`src/ccfcd_pkg.sv`:
```
package ccfcd_pkg;
   // ==================================================================
   // Register map (byte offsets on the plain register port)
   localparam logic [3:0] STATUS_OFF     = 4'h0;  // timer_status
   localparam logic [3:0] IRQ_EN_OFF     = 4'h1;  // interrupt enables
   localparam logic [3:0] IRQ_STAT_OFF   = 4'h2;  // sticky event status
   localparam logic [3:0] IRQ_MASK_OFF   = 4'h3;  // event mask
   localparam logic [3:0] CONFIG_OFF     = 4'h4;  // capture/compare mode
   localparam logic [3:0] COUNTER_LO_OFF = 4'h5;
   localparam logic [3:0] COUNTER_HI_OFF = 4'h6;
   localparam logic [3:0] GREG_C_LO_OFF  = 4'h7;
   localparam logic [3:0] GREG_C_HI_OFF  = 4'h8;
   localparam logic [3:0] GREG_D_LO_OFF  = 4'h9;
   localparam logic [3:0] GREG_D_HI_OFF  = 4'hA;
   localparam logic [3:0] CTRL_OFF       = 4'hB;  // counter run

   // ==================================================================
   // Field positions
   localparam int FLAG_C_BIT  = 2;
   localparam int FLAG_D_BIT  = 3;
   localparam int CFG_C_BIT   = 0;  // 1: register C is input capture
   localparam int CFG_D_BIT   = 1;  // 1: register D is input capture
   localparam int EN_C_BIT    = 2;
   localparam int EN_D_BIT    = 3;
   localparam int RUN_BIT     = 0;

   // ==================================================================
   // Reset values
   localparam logic [15:0] COUNTER_RST = 16'h0000;
   localparam logic [15:0] GREG_RST    = 16'hFFFF;
   localparam logic [7:0]  STATUS_HI   = 8'hC0;   // bits 7:6 read as one
   localparam logic [7:0]  BYTE_ZERO   = 8'h00;
endpackage : ccfcd_pkg

```
`src/ccfcd_top.sv`:
```
// Contract
// Set D flag on counter equals register D
// Set D flag on capture into D
// Transfer controller service clears D flag
// D flag cleared by zero after one-read
// Set C flag on counter equals register C
// Set C flag on capture into C
// Transfer controller service clears C flag
// C flag cleared by zero after one-read
// Writing one never sets flags
// Channels 1, 2: bit 3 reads zero
// Channels 1, 2: bit 2 reads zero
// D flag resets to zero
// C flag resets to zero
// C request forwarded only when enabled
// Counter sixteen bits, resets to zero
// Zero write clears only after one-read
//
// The placing of the registers and the plain strobed port are this design's own decisions.
module ccfcd_top
   import ccfcd_pkg::*;
#(
   parameter int CHANNEL = 0,
   parameter int CNT_W   = 16
) (
   input  wire logic       sys_clk,
   input  wire logic       reset,
   input  wire logic [3:0] regAddr,
   input  wire logic [7:0] regWrData,
   input  wire logic       regWrite,
   input  wire logic       regRead,
   output logic [7:0]      regRdData_q,
   input  wire logic       captureC,
   input  wire logic       captureD,
   input  wire logic       xferAckC,
   input  wire logic       xferAckD,
   input  wire logic       transfer_irq_select,
   output logic            compare_irq_c_q,
   output logic            compare_irq_d_q,
   output logic            irq_q
);
   // Elaboration check: only channels 0..4, counter is 16 bits
   if (CHANNEL < 0 || CHANNEL > 4 || CNT_W != 16) begin : gBadParam
      $error("ccfcd_top: unsupported CHANNEL or CNT_W");
   end

   localparam bit HAS_CD = (CHANNEL != 1) && (CHANNEL != 2);

   // ==================================================================
   // Registers
   logic [15:0] channel_counter_q;
   logic [15:0] general_register_c_q;
   logic [15:0] general_register_d_q;
   logic [1:0]  captureMode_q;
   logic        run_q;
   logic        compare_irq_enable_c_q;
   logic        compare_irq_enable_d_q;
   logic [1:0]  evtStat_q;
   logic [1:0]  evtMask_q;
   logic        capture_compare_flag_c;
   logic        capture_compare_flag_d;

   logic wrHit;
   logic statusRead;
   logic setC;
   logic setD;
   logic clrXferC;
   logic clrXferD;
   logic wrZeroC;
   logic wrZeroD;

   assign wrHit      = regWrite && (regAddr == STATUS_OFF);
   assign statusRead = regRead && (regAddr == STATUS_OFF);

   // ==================================================================
   // Event decode; compare and capture are exclusive per register
   assign setC = HAS_CD && (captureMode_q[CFG_C_BIT]
                ? captureC
                : (run_q && channel_counter_q == general_register_c_q));
   assign setD = HAS_CD && (captureMode_q[CFG_D_BIT]
                ? captureD
                : (run_q && channel_counter_q == general_register_d_q));
   // Transfer service clears only with the select bit at zero
   assign clrXferC = xferAckC && !transfer_irq_select;
   assign clrXferD = xferAckD && !transfer_irq_select;
   // A written one is simply ignored
   assign wrZeroC  = wrHit && !regWrData[FLAG_C_BIT];
   assign wrZeroD  = wrHit && !regWrData[FLAG_D_BIT];

   // ==================================================================
   // Flags; absent in channels 1 and 2
   if (HAS_CD) begin : gFlags
      ccfcd_flag uFlagC (
         .sys_clk   (sys_clk),
         .reset     (reset),
         .setEvent  (setC),
         .readSeen  (statusRead),
         .writeZero (wrZeroC),
         .xferClear (clrXferC),
         .flag_q    (capture_compare_flag_c)
      );
      ccfcd_flag uFlagD (
         .sys_clk   (sys_clk),
         .reset     (reset),
         .setEvent  (setD),
         .readSeen  (statusRead),
         .writeZero (wrZeroD),
         .xferClear (clrXferD),
         .flag_q    (capture_compare_flag_d)
      );
   end else begin : gNoFlags
      assign capture_compare_flag_c = 1'b0;
      assign capture_compare_flag_d = 1'b0;
   end

   // ==================================================================
   // Channel counter, free running while enabled
   always_ff @(posedge sys_clk) begin
      if (reset) begin
         channel_counter_q <= COUNTER_RST;
      end else if (regWrite && regAddr == COUNTER_LO_OFF) begin
         channel_counter_q[7:0] <= regWrData;
      end else if (regWrite && regAddr == COUNTER_HI_OFF) begin
         channel_counter_q[15:8] <= regWrData;
      end else if (run_q) begin
         channel_counter_q <= channel_counter_q + 16'h0001;
      end
   end

   // General registers; a capture loads the counter
   always_ff @(posedge sys_clk) begin
      if (reset) begin
         general_register_c_q <= GREG_RST;
      end else if (HAS_CD && captureMode_q[CFG_C_BIT] && captureC) begin
         general_register_c_q <= channel_counter_q;
      end else if (regWrite && regAddr == GREG_C_LO_OFF) begin
         general_register_c_q[7:0] <= regWrData;
      end else if (regWrite && regAddr == GREG_C_HI_OFF) begin
         general_register_c_q[15:8] <= regWrData;
      end
   end

   always_ff @(posedge sys_clk) begin
      if (reset) begin
         general_register_d_q <= GREG_RST;
      end else if (HAS_CD && captureMode_q[CFG_D_BIT] && captureD) begin
         general_register_d_q <= channel_counter_q;
      end else if (regWrite && regAddr == GREG_D_LO_OFF) begin
         general_register_d_q[7:0] <= regWrData;
      end else if (regWrite && regAddr == GREG_D_HI_OFF) begin
         general_register_d_q[15:8] <= regWrData;
      end
   end

   // ==================================================================
   // Control registers
   always_ff @(posedge sys_clk) begin
      if (reset) begin
         captureMode_q          <= 2'h0;
         run_q                  <= 1'b0;
         compare_irq_enable_c_q <= 1'b0;
         compare_irq_enable_d_q <= 1'b0;
         evtMask_q              <= 2'h0;
      end else if (regWrite) begin
         case (regAddr)
            CONFIG_OFF:   captureMode_q <= regWrData[1:0];
            CTRL_OFF:     run_q <= regWrData[RUN_BIT];
            IRQ_EN_OFF: begin
               compare_irq_enable_c_q <= HAS_CD && regWrData[EN_C_BIT];
               compare_irq_enable_d_q <= HAS_CD && regWrData[EN_D_BIT];
            end
            IRQ_MASK_OFF: evtMask_q <= regWrData[1:0];
            default:      ;
         endcase
      end
   end

   // ==================================================================
   // Sticky event status, write one to clear; new event wins
   always_ff @(posedge sys_clk) begin
      if (reset) begin
         evtStat_q <= 2'h0;
      end else begin
         for (int i = 0; i < 2; i++) begin
            if ((i == 0) ? setC : setD) begin
               evtStat_q[i] <= 1'b1;
            end else if (regWrite && regAddr == IRQ_STAT_OFF && regWrData[i]) begin
               evtStat_q[i] <= 1'b0;
            end
         end
      end
   end

   // Interrupt outputs, registered
   always_ff @(posedge sys_clk) begin
      if (reset) begin
         compare_irq_c_q <= 1'b0;
         compare_irq_d_q <= 1'b0;
         irq_q           <= 1'b0;
      end else begin
         compare_irq_c_q <= capture_compare_flag_c && compare_irq_enable_c_q;
         compare_irq_d_q <= capture_compare_flag_d && compare_irq_enable_d_q;
         irq_q           <= |(evtStat_q & evtMask_q);
      end
   end

   // ==================================================================
   // Read port, data one cycle after the strobe
   always_ff @(posedge sys_clk) begin
      if (reset) begin
         regRdData_q <= BYTE_ZERO;
      end else if (regRead) begin
         case (regAddr)
            STATUS_OFF:     regRdData_q <= STATUS_HI
                                           | {4'h0, capture_compare_flag_d,
                                              capture_compare_flag_c, 2'h0};
            IRQ_EN_OFF:     regRdData_q <= {4'h0, compare_irq_enable_d_q,
                                            compare_irq_enable_c_q, 2'h0};
            IRQ_STAT_OFF:   regRdData_q <= {6'h00, evtStat_q};
            IRQ_MASK_OFF:   regRdData_q <= {6'h00, evtMask_q};
            CONFIG_OFF:     regRdData_q <= {6'h00, captureMode_q};
            COUNTER_LO_OFF: regRdData_q <= channel_counter_q[7:0];
            COUNTER_HI_OFF: regRdData_q <= channel_counter_q[15:8];
            GREG_C_LO_OFF:  regRdData_q <= general_register_c_q[7:0];
            GREG_C_HI_OFF:  regRdData_q <= general_register_c_q[15:8];
            GREG_D_LO_OFF:  regRdData_q <= general_register_d_q[7:0];
            GREG_D_HI_OFF:  regRdData_q <= general_register_d_q[15:8];
            CTRL_OFF:       regRdData_q <= {7'h00, run_q};
            default:        regRdData_q <= BYTE_ZERO;  // Unmapped reads zero
         endcase
      end else begin
         regRdData_q <= BYTE_ZERO;
      end
   end
endmodule : ccfcd_top

```
`src/ccfcd_flag.sv`:
```
// One capture/compare flag with read-then-clear tracking
module ccfcd_flag (
   input  wire logic sys_clk,
   input  wire logic reset,
   input  wire logic setEvent,
   input  wire logic readSeen,
   input  wire logic writeZero,
   input  wire logic xferClear,
   output logic      flag_q
);
   logic armed_q;

   // ==================================================================
   // Flag: set wins over every clear so no event is lost
   always_ff @(posedge sys_clk) begin
      if (reset) begin
         flag_q <= 1'b0;
      end else if (setEvent) begin
         flag_q <= 1'b1;
      end else if (xferClear || (writeZero && armed_q)) begin
         flag_q <= 1'b0;
      end
   end

   // Read-as-one record; a fresh set demands a fresh read
   always_ff @(posedge sys_clk) begin
      if (reset) begin
         armed_q <= 1'b0;
      end else if (setEvent || xferClear || writeZero) begin
         armed_q <= 1'b0;
      end else if (readSeen && flag_q) begin
         armed_q <= 1'b1;
      end
   end
endmodule : ccfcd_flag

```
`config.mk`:
```
export PLATFORM = sky130hd
export DESIGN_NAME = ccfcd_top
export DESIGN_NICKNAME = d
export VERILOG_FILES = /design/src/ccfcd_pkg.sv /design/src/ccfcd_top.sv /design/src/ccfcd_flag.sv
export SDC_FILE = /design/constraint.sdc
export NUM_CORES = 1
export LEC_CHECK = 0
export ABC_AREA = 1
export BUFFER_PORTS_ARGS = -buffer_cell sky130_fd_sc_hd__buf_2
export CAP_MARGIN = 5
export CORE_UTILIZATION = 60
export CTS_BUF_LIST = sky130_fd_sc_hd__clkbuf_4 sky130_fd_sc_hd__clkbuf_8 sky130_fd_sc_hd__clkbuf_16
export DETAILED_ROUTE_END_ITERATION = 8
export PLACE_DENSITY = 0.89
export SETUP_SLACK_MARGIN = 0.1
export SLEW_MARGIN = 20
export SYNTH_ARGS = -nofsm -noshare
export SYNTH_HDL_FRONTEND = slang
export SYNTH_SLANG_ARGS = --single-unit
```
`constraint.sdc`:
```
create_clock -name sys_clk -period 2.95 [get_ports sys_clk]
set_clock_uncertainty 0.05 [all_clocks]
set_input_delay 0.295 -clock sys_clk [delete_from_list [all_inputs] [get_ports sys_clk]]
set_output_delay 0.295 -clock sys_clk [all_outputs]
set_load 0.1 [all_outputs]
```
## Word level (Yosys, flattened, before mapping)

Cells that the tools add are included.

| cells by class | value |
|---|---|
| $add $sub $neg | 1 |
| eq/ne operators | 16 |
| mux-type cells | 23 |
| bitwise gates (word level) | 3 |
| reduce and logical (&&, ||, !) cells | 57 |

Operator list:

| cell | number |
|---|---|
| 8-bit case mux with 12 select lines | 1 |
| 8-bit 2-to-1 mux | 9 |
| 16-bit 2-to-1 mux | 3 |
| 16-bit equality test | 2 |
| 1-bit logical AND | 25 |
| 2-bit nonzero test | 10 |
| 16-bit by 1-bit adder with 16-bit output (second input constant) | 1 |
| 4-bit by 3-bit equality test with 1-bit output (second input constant) | 4 |
| 4-bit equality test (second input constant) | 4 |
| 2-bit AND reduction | 8 |
| 1-bit 2-to-1 mux | 10 |
| 4-bit by 2-bit equality test with 1-bit output (second input constant) | 2 |
| 2-bit OR reduction | 4 |
| 1-bit logical OR | 6 |
| 2-bit != test (second input constant) | 3 |
| 4-bit by 1-bit equality test with 1-bit output (second input constant) | 1 |
| 4-bit zero test | 1 |
| 1-bit zero test | 3 |
| 2-bit bitwise AND | 1 |
| 1-bit NOT | 2 |

| storage, ports and cells | value |
|---|---|
| register bits | 72 |
| input bits | 21 |
| output and inout bits | 11 |
| word-level logic and storage cells | 121 |

## Longest topological paths before layout

| depth | value |
|---|---|
| word-level depth | 7 |
| gate-level depth with buffers | 11 |
| depth with buffers taken out | 10 |

## By module

From an unflattened synthesis, not the netlist that was laid out.

| second synthesis, totals | value |
|---|---|
| cell total of the unflattened synthesis | 701 |
| area, all modules | 4,424.2 um^2 |

Modules (own cells, without submodules):

| module | times used | cells an instance | area an instance (um^2) | seq. area each (um^2) |
|---|---|---|---|---|
| ccfcd_top | 1 | 679 | 4,266.6 | 1,361.3 |
| ccfcd_flag | 2 | 11 | 78.8 | 40.0 |

## Least setup slack after synthesis

Ideal clock, no wire load.

| timing path | value |
|---|---|
| path kind | register to register |
| from | register channel_counter_q[1] |
| to | register channel_counter_q[10] |
| library setup time | 0.132 ns |
| arrival | 1.317 ns |
| required time | 2.768 ns |
| path slack | 1.450 ns |
| cell stages (with the launch flop) | 9 |
| path buffers | 0 |
| period minus slack after synthesis | 1.500 ns |
| cell sequence | dfxtp_1 > ha_1 > nand3_1 > nor2_1 > nand2_1 > o21ai_0 > nand2_1 > nand2_1 > a21oi_1 |

| on the way | value |
|---|---|
| longest elaborated chain between the ends | 3 |

RTL lines:

| element | line | source |
|---|---|---|
| start: declaration | ccfcd_top.sv:51 | `logic [15:0] channel_counter_q;` |
| start signal: assignment | ccfcd_top.sv:122 | `channel_counter_q[7:0] <= regWrData;` |
| start signal: assignment | ccfcd_top.sv:126 | `channel_counter_q <= channel_counter_q + 16'h0001;` |
| 16-bit by 1-bit adder with 16-bit output | ccfcd_top.sv:126 |  |
| 16-bit 2-to-1 mux | ccfcd_top.sv:125 | `end else if (run_q) begin` |
| 8-bit 2-to-1 mux | ccfcd_top.sv:123 | `end else if (regWrite && regAddr == COUNTER_HI_OFF) begin` |

Every way passes these cells. The select of a mux whose other input is x is not followed.
A chain may end at the register's enable or synchronous reset.

## Worst setup path after layout

| timing path | value |
|---|---|
| from | register channel_counter_q[0] |
| to | register channel_counter_q[10] |

Same word-level chain as after synthesis.

==> flow_summary.yaml <==
yosys:
  synthMuxAreaShare_pct: 0
  ys_seq_elements: 72
  synth_nets: 742
  yosysUniqueCellTypes: 27
  synth_top_family_by_area: "simple AND/OR/NAND/NOR gates"
  seq_area_frac_synth_pct: 32.9
  synth-adder-area-share_pct: 0.285
  syn_avg_cell_area_um2: 6.09
  async_flop_share_pct: 0
  synth_edf_count: 0
  yosys.area_share.simple_pct: 37.2
  synthesis.area_um2: 4390
  synth_compound_area_share_pct: 18.3
  syn_inst: 720
  ys_warn_count: 0
  ys.flop_type: "dfxtp_1"
  synthXorXnorAreaFrac_pct: 1.20
worst_setup_path:
  r2r_setup_slack_ns: 0.94
  r2r_start: "channel_counter_q[0]"
  crit_fanout: 10
  crit_type: "reg -> reg"
  crit_top_cell: "nand2_1"
  r2r_end: "channel_counter_q[10]"
  setup.worst_path.start_class: "register"
  cp_slowest_cell: "dfxtp_1"
  crit_chain: "ha_1 > nand3_1 > nor2_1 > nand2_1 > o21ai_0 > nand2_1 > nand2_1 > a21oi_1"
  cp_slowest_stage_delay_ns: 0.59
  crit_end: "channel_counter_q[10]"
  worstPathArrival_ns: 2.20
  crit_start: "channel_counter_q[0]"
  reg2reg_depth: 8
  end_kind: "register"
  crit_required_ns: 3.14
sta:
  worst_pin_slew_ns: 0.602
  finalHoldViolations: 0
  clock.fmax_mhz: 497
  period_share_pct: 68.2
  final.setup.tns_ns: 0
  slew_headroom_pct: 59.9
  finalWorstSetupSlack_ns: 0.939
  slew_viol_final: 0
  setup_viol: 0
  grt_setup_unrepaired: "no"
  period_minus_slack_ns: 2.01
status:
  outcome: "complete, no violations"
pwr:
  p_per_area_nw_per_um2: 470
  p_total_uw: 2270
  p_leak_uw: 0.00233
  irDropWorstVdd_uv: 467
global_routing:
  overflow: 0
  antenna_found_initial: 0
  grt_usage_pct: 43.1
  grt_max_degree: 55
  grt_pass1_wl_um: 24400
  grt_pass1_vias: 4697
clock_tree:
  cts_sinks: 72
  cts_tree: "built"
  clock-root-buffer: "clkbuf_8"
  path_clk_slew_ns: 0.08
  cts_resized: 0
  post_cts_buffers: 0
  h-tree-depth: 3
  numCtsBuffers: 9
  clock_latency_ns: 0.37
  clockBufferDepth: 2
  ctsHoldBuffers: 0
placed_design:
  port_buffers: 31
  hpwl_um: 11700
  place_ws_ns: 0.879
  gp_congestion: 1.07
  place_area_um2: 4590
route:
  drt_first_iter_violations: 904
  drc_errors: 0
  drtAntennaViolNets: 0
  vias: 5177
  route.detailed.wl_per_inst_um: 18.7
  wirelength_um: 15800
  viasPerCell: 6.14
  firstDrtPassIters: 6
cells_and_area:
  diodes: 0
  regArea_um2: 1440
  final_common_cell: "nand2_1"
  n_fill_cell: 616
  synthToLayoutAreaGrowth_pct: 10.4
  fin_area_um2: 4840
  nNetsFinal: 764
  final_cell_mix: "nand2_1 (233), nor2_1 (87), inv_1 (79)"
  drive_above_1_share_pct: 10.8
  multi_input_area_um2: 2500
floorplan:
  dieArea_um2: 7660
  die_y_um: 87.5
  num_rows: 30
  core_region_area_um2: 6940
  ios: 32
  die_w_um: 87.5
  initial_utilization_pct: 63.2
flow_run:
  drv_cap: 0
hold_path:
  hold_path.class: "in -> reg"
cell usage after synthesis (6+ instances only):
library cell	n	area, um^2
nand2_1	233	875
nor2_1	87	327
inv_1	79	297
dfxtp_1	72	1440
o21ai_0	45	225
nand3_1	43	215
a21oi_1	33	165
clkbuf_1	19	71.3
o211ai_1	18	135
o2111ai_1	16	140
o22ai_1	12	75.1
nand2_2	11	68.8
nor3_1	7	35.0
inv_2	6	22.5
o21ai_1	6	30.0
xnor2_1	6	52.6
power breakdown:
group / leakage, uW / total (uW) / switching (uW) / internal (uW)
clock: 0.000126 / 1000 / 397 / 606
combinational: 0.00162 / 251 / 185 / 65.2
sequential: 0.000584 / 1020 / 24.5 / 996
stage by stage:
step | instances | utilization [%] | hold WS (ns)
after global routing | 843 | 69.7 | 0.255
final | 843 | 69.7 | 0.244
after CTS | 843 | 69.7 | 0.241
after global placement | 827 | 66.1 | 0.407
after floorplan | 720 | - | 0.385
after detailed placement | 827 | 66.1 | 0.413
critical path: cells and delay by family, from the launching register on:
family | cells | cell delay (ns)
adder cells (fa/ha/maj) | 1 | 0.28
AND/OR/NAND/NOR | 5 | 0.73
AO/OA/AOI/OAI | 2 | 0.23
flip-flops | 1 | 0.59
cell families (layout without fill, tap and decap cells):
family / count (synthesis) / in the layout
xor+xnor: 6 / 6
compound gates: 134 / 134
buf+inv: 112 / 139
flops: 72 / 72
simple gates: 395 / 395
fa+ha+maj: 1 / 1
flip-flops by register name, summed over array words and instances, names as in the netlist, 2 cells and up:
signal / cells
evtMask_q: 2
general_register_d_q: 16
regRdData_q: 8
general_register_c_q: 16
evtStat_q: 2
channel_counter_q: 16
captureMode_q: 2
how the worst min path moves through the flow:
stage	cells after the start	startpoint	end	slack (ns)
5_1_grt	2	reset	channel_counter_q[6]	0.25
6_report	2	reset	channel_counter_q[12]	0.24
2_1_floorplan	2	compare_irq_enable_d_q	compare_irq_d_q	0.38
3_3_place_gp	2	general_register_d_q[0]	general_register_d_q[0]	0.41
4_1_cts	2	reset	channel_counter_q[6]	0.24
3_5_place_dp	2	compare_irq_enable_c_q	compare_irq_c_q	0.41
area by class of cell:
| cell class | instances | area share (%) |
|---|---|---|
| Timing Repair Buffer | 37 | 4.14 |
| Inverter | 86 | 6.67 |
| Clock buffer | 11 | 3.13 |
| Sequential cell | 72 | 29.8 |
| Multi-Input combinational cell | 536 | 51.7 |
| Tap cell | 96 | 2.48 |
| Clock inverter | 5 | 2.12 |
routing by layer:
layer  global-route usage (%)  share of wire, %
met1                     57.2                38
met2                     65.6                42
met4                     18.8               5.1
met3                     11.7                16
met5                        0                 0
Power figures use the tool's default switching activity.
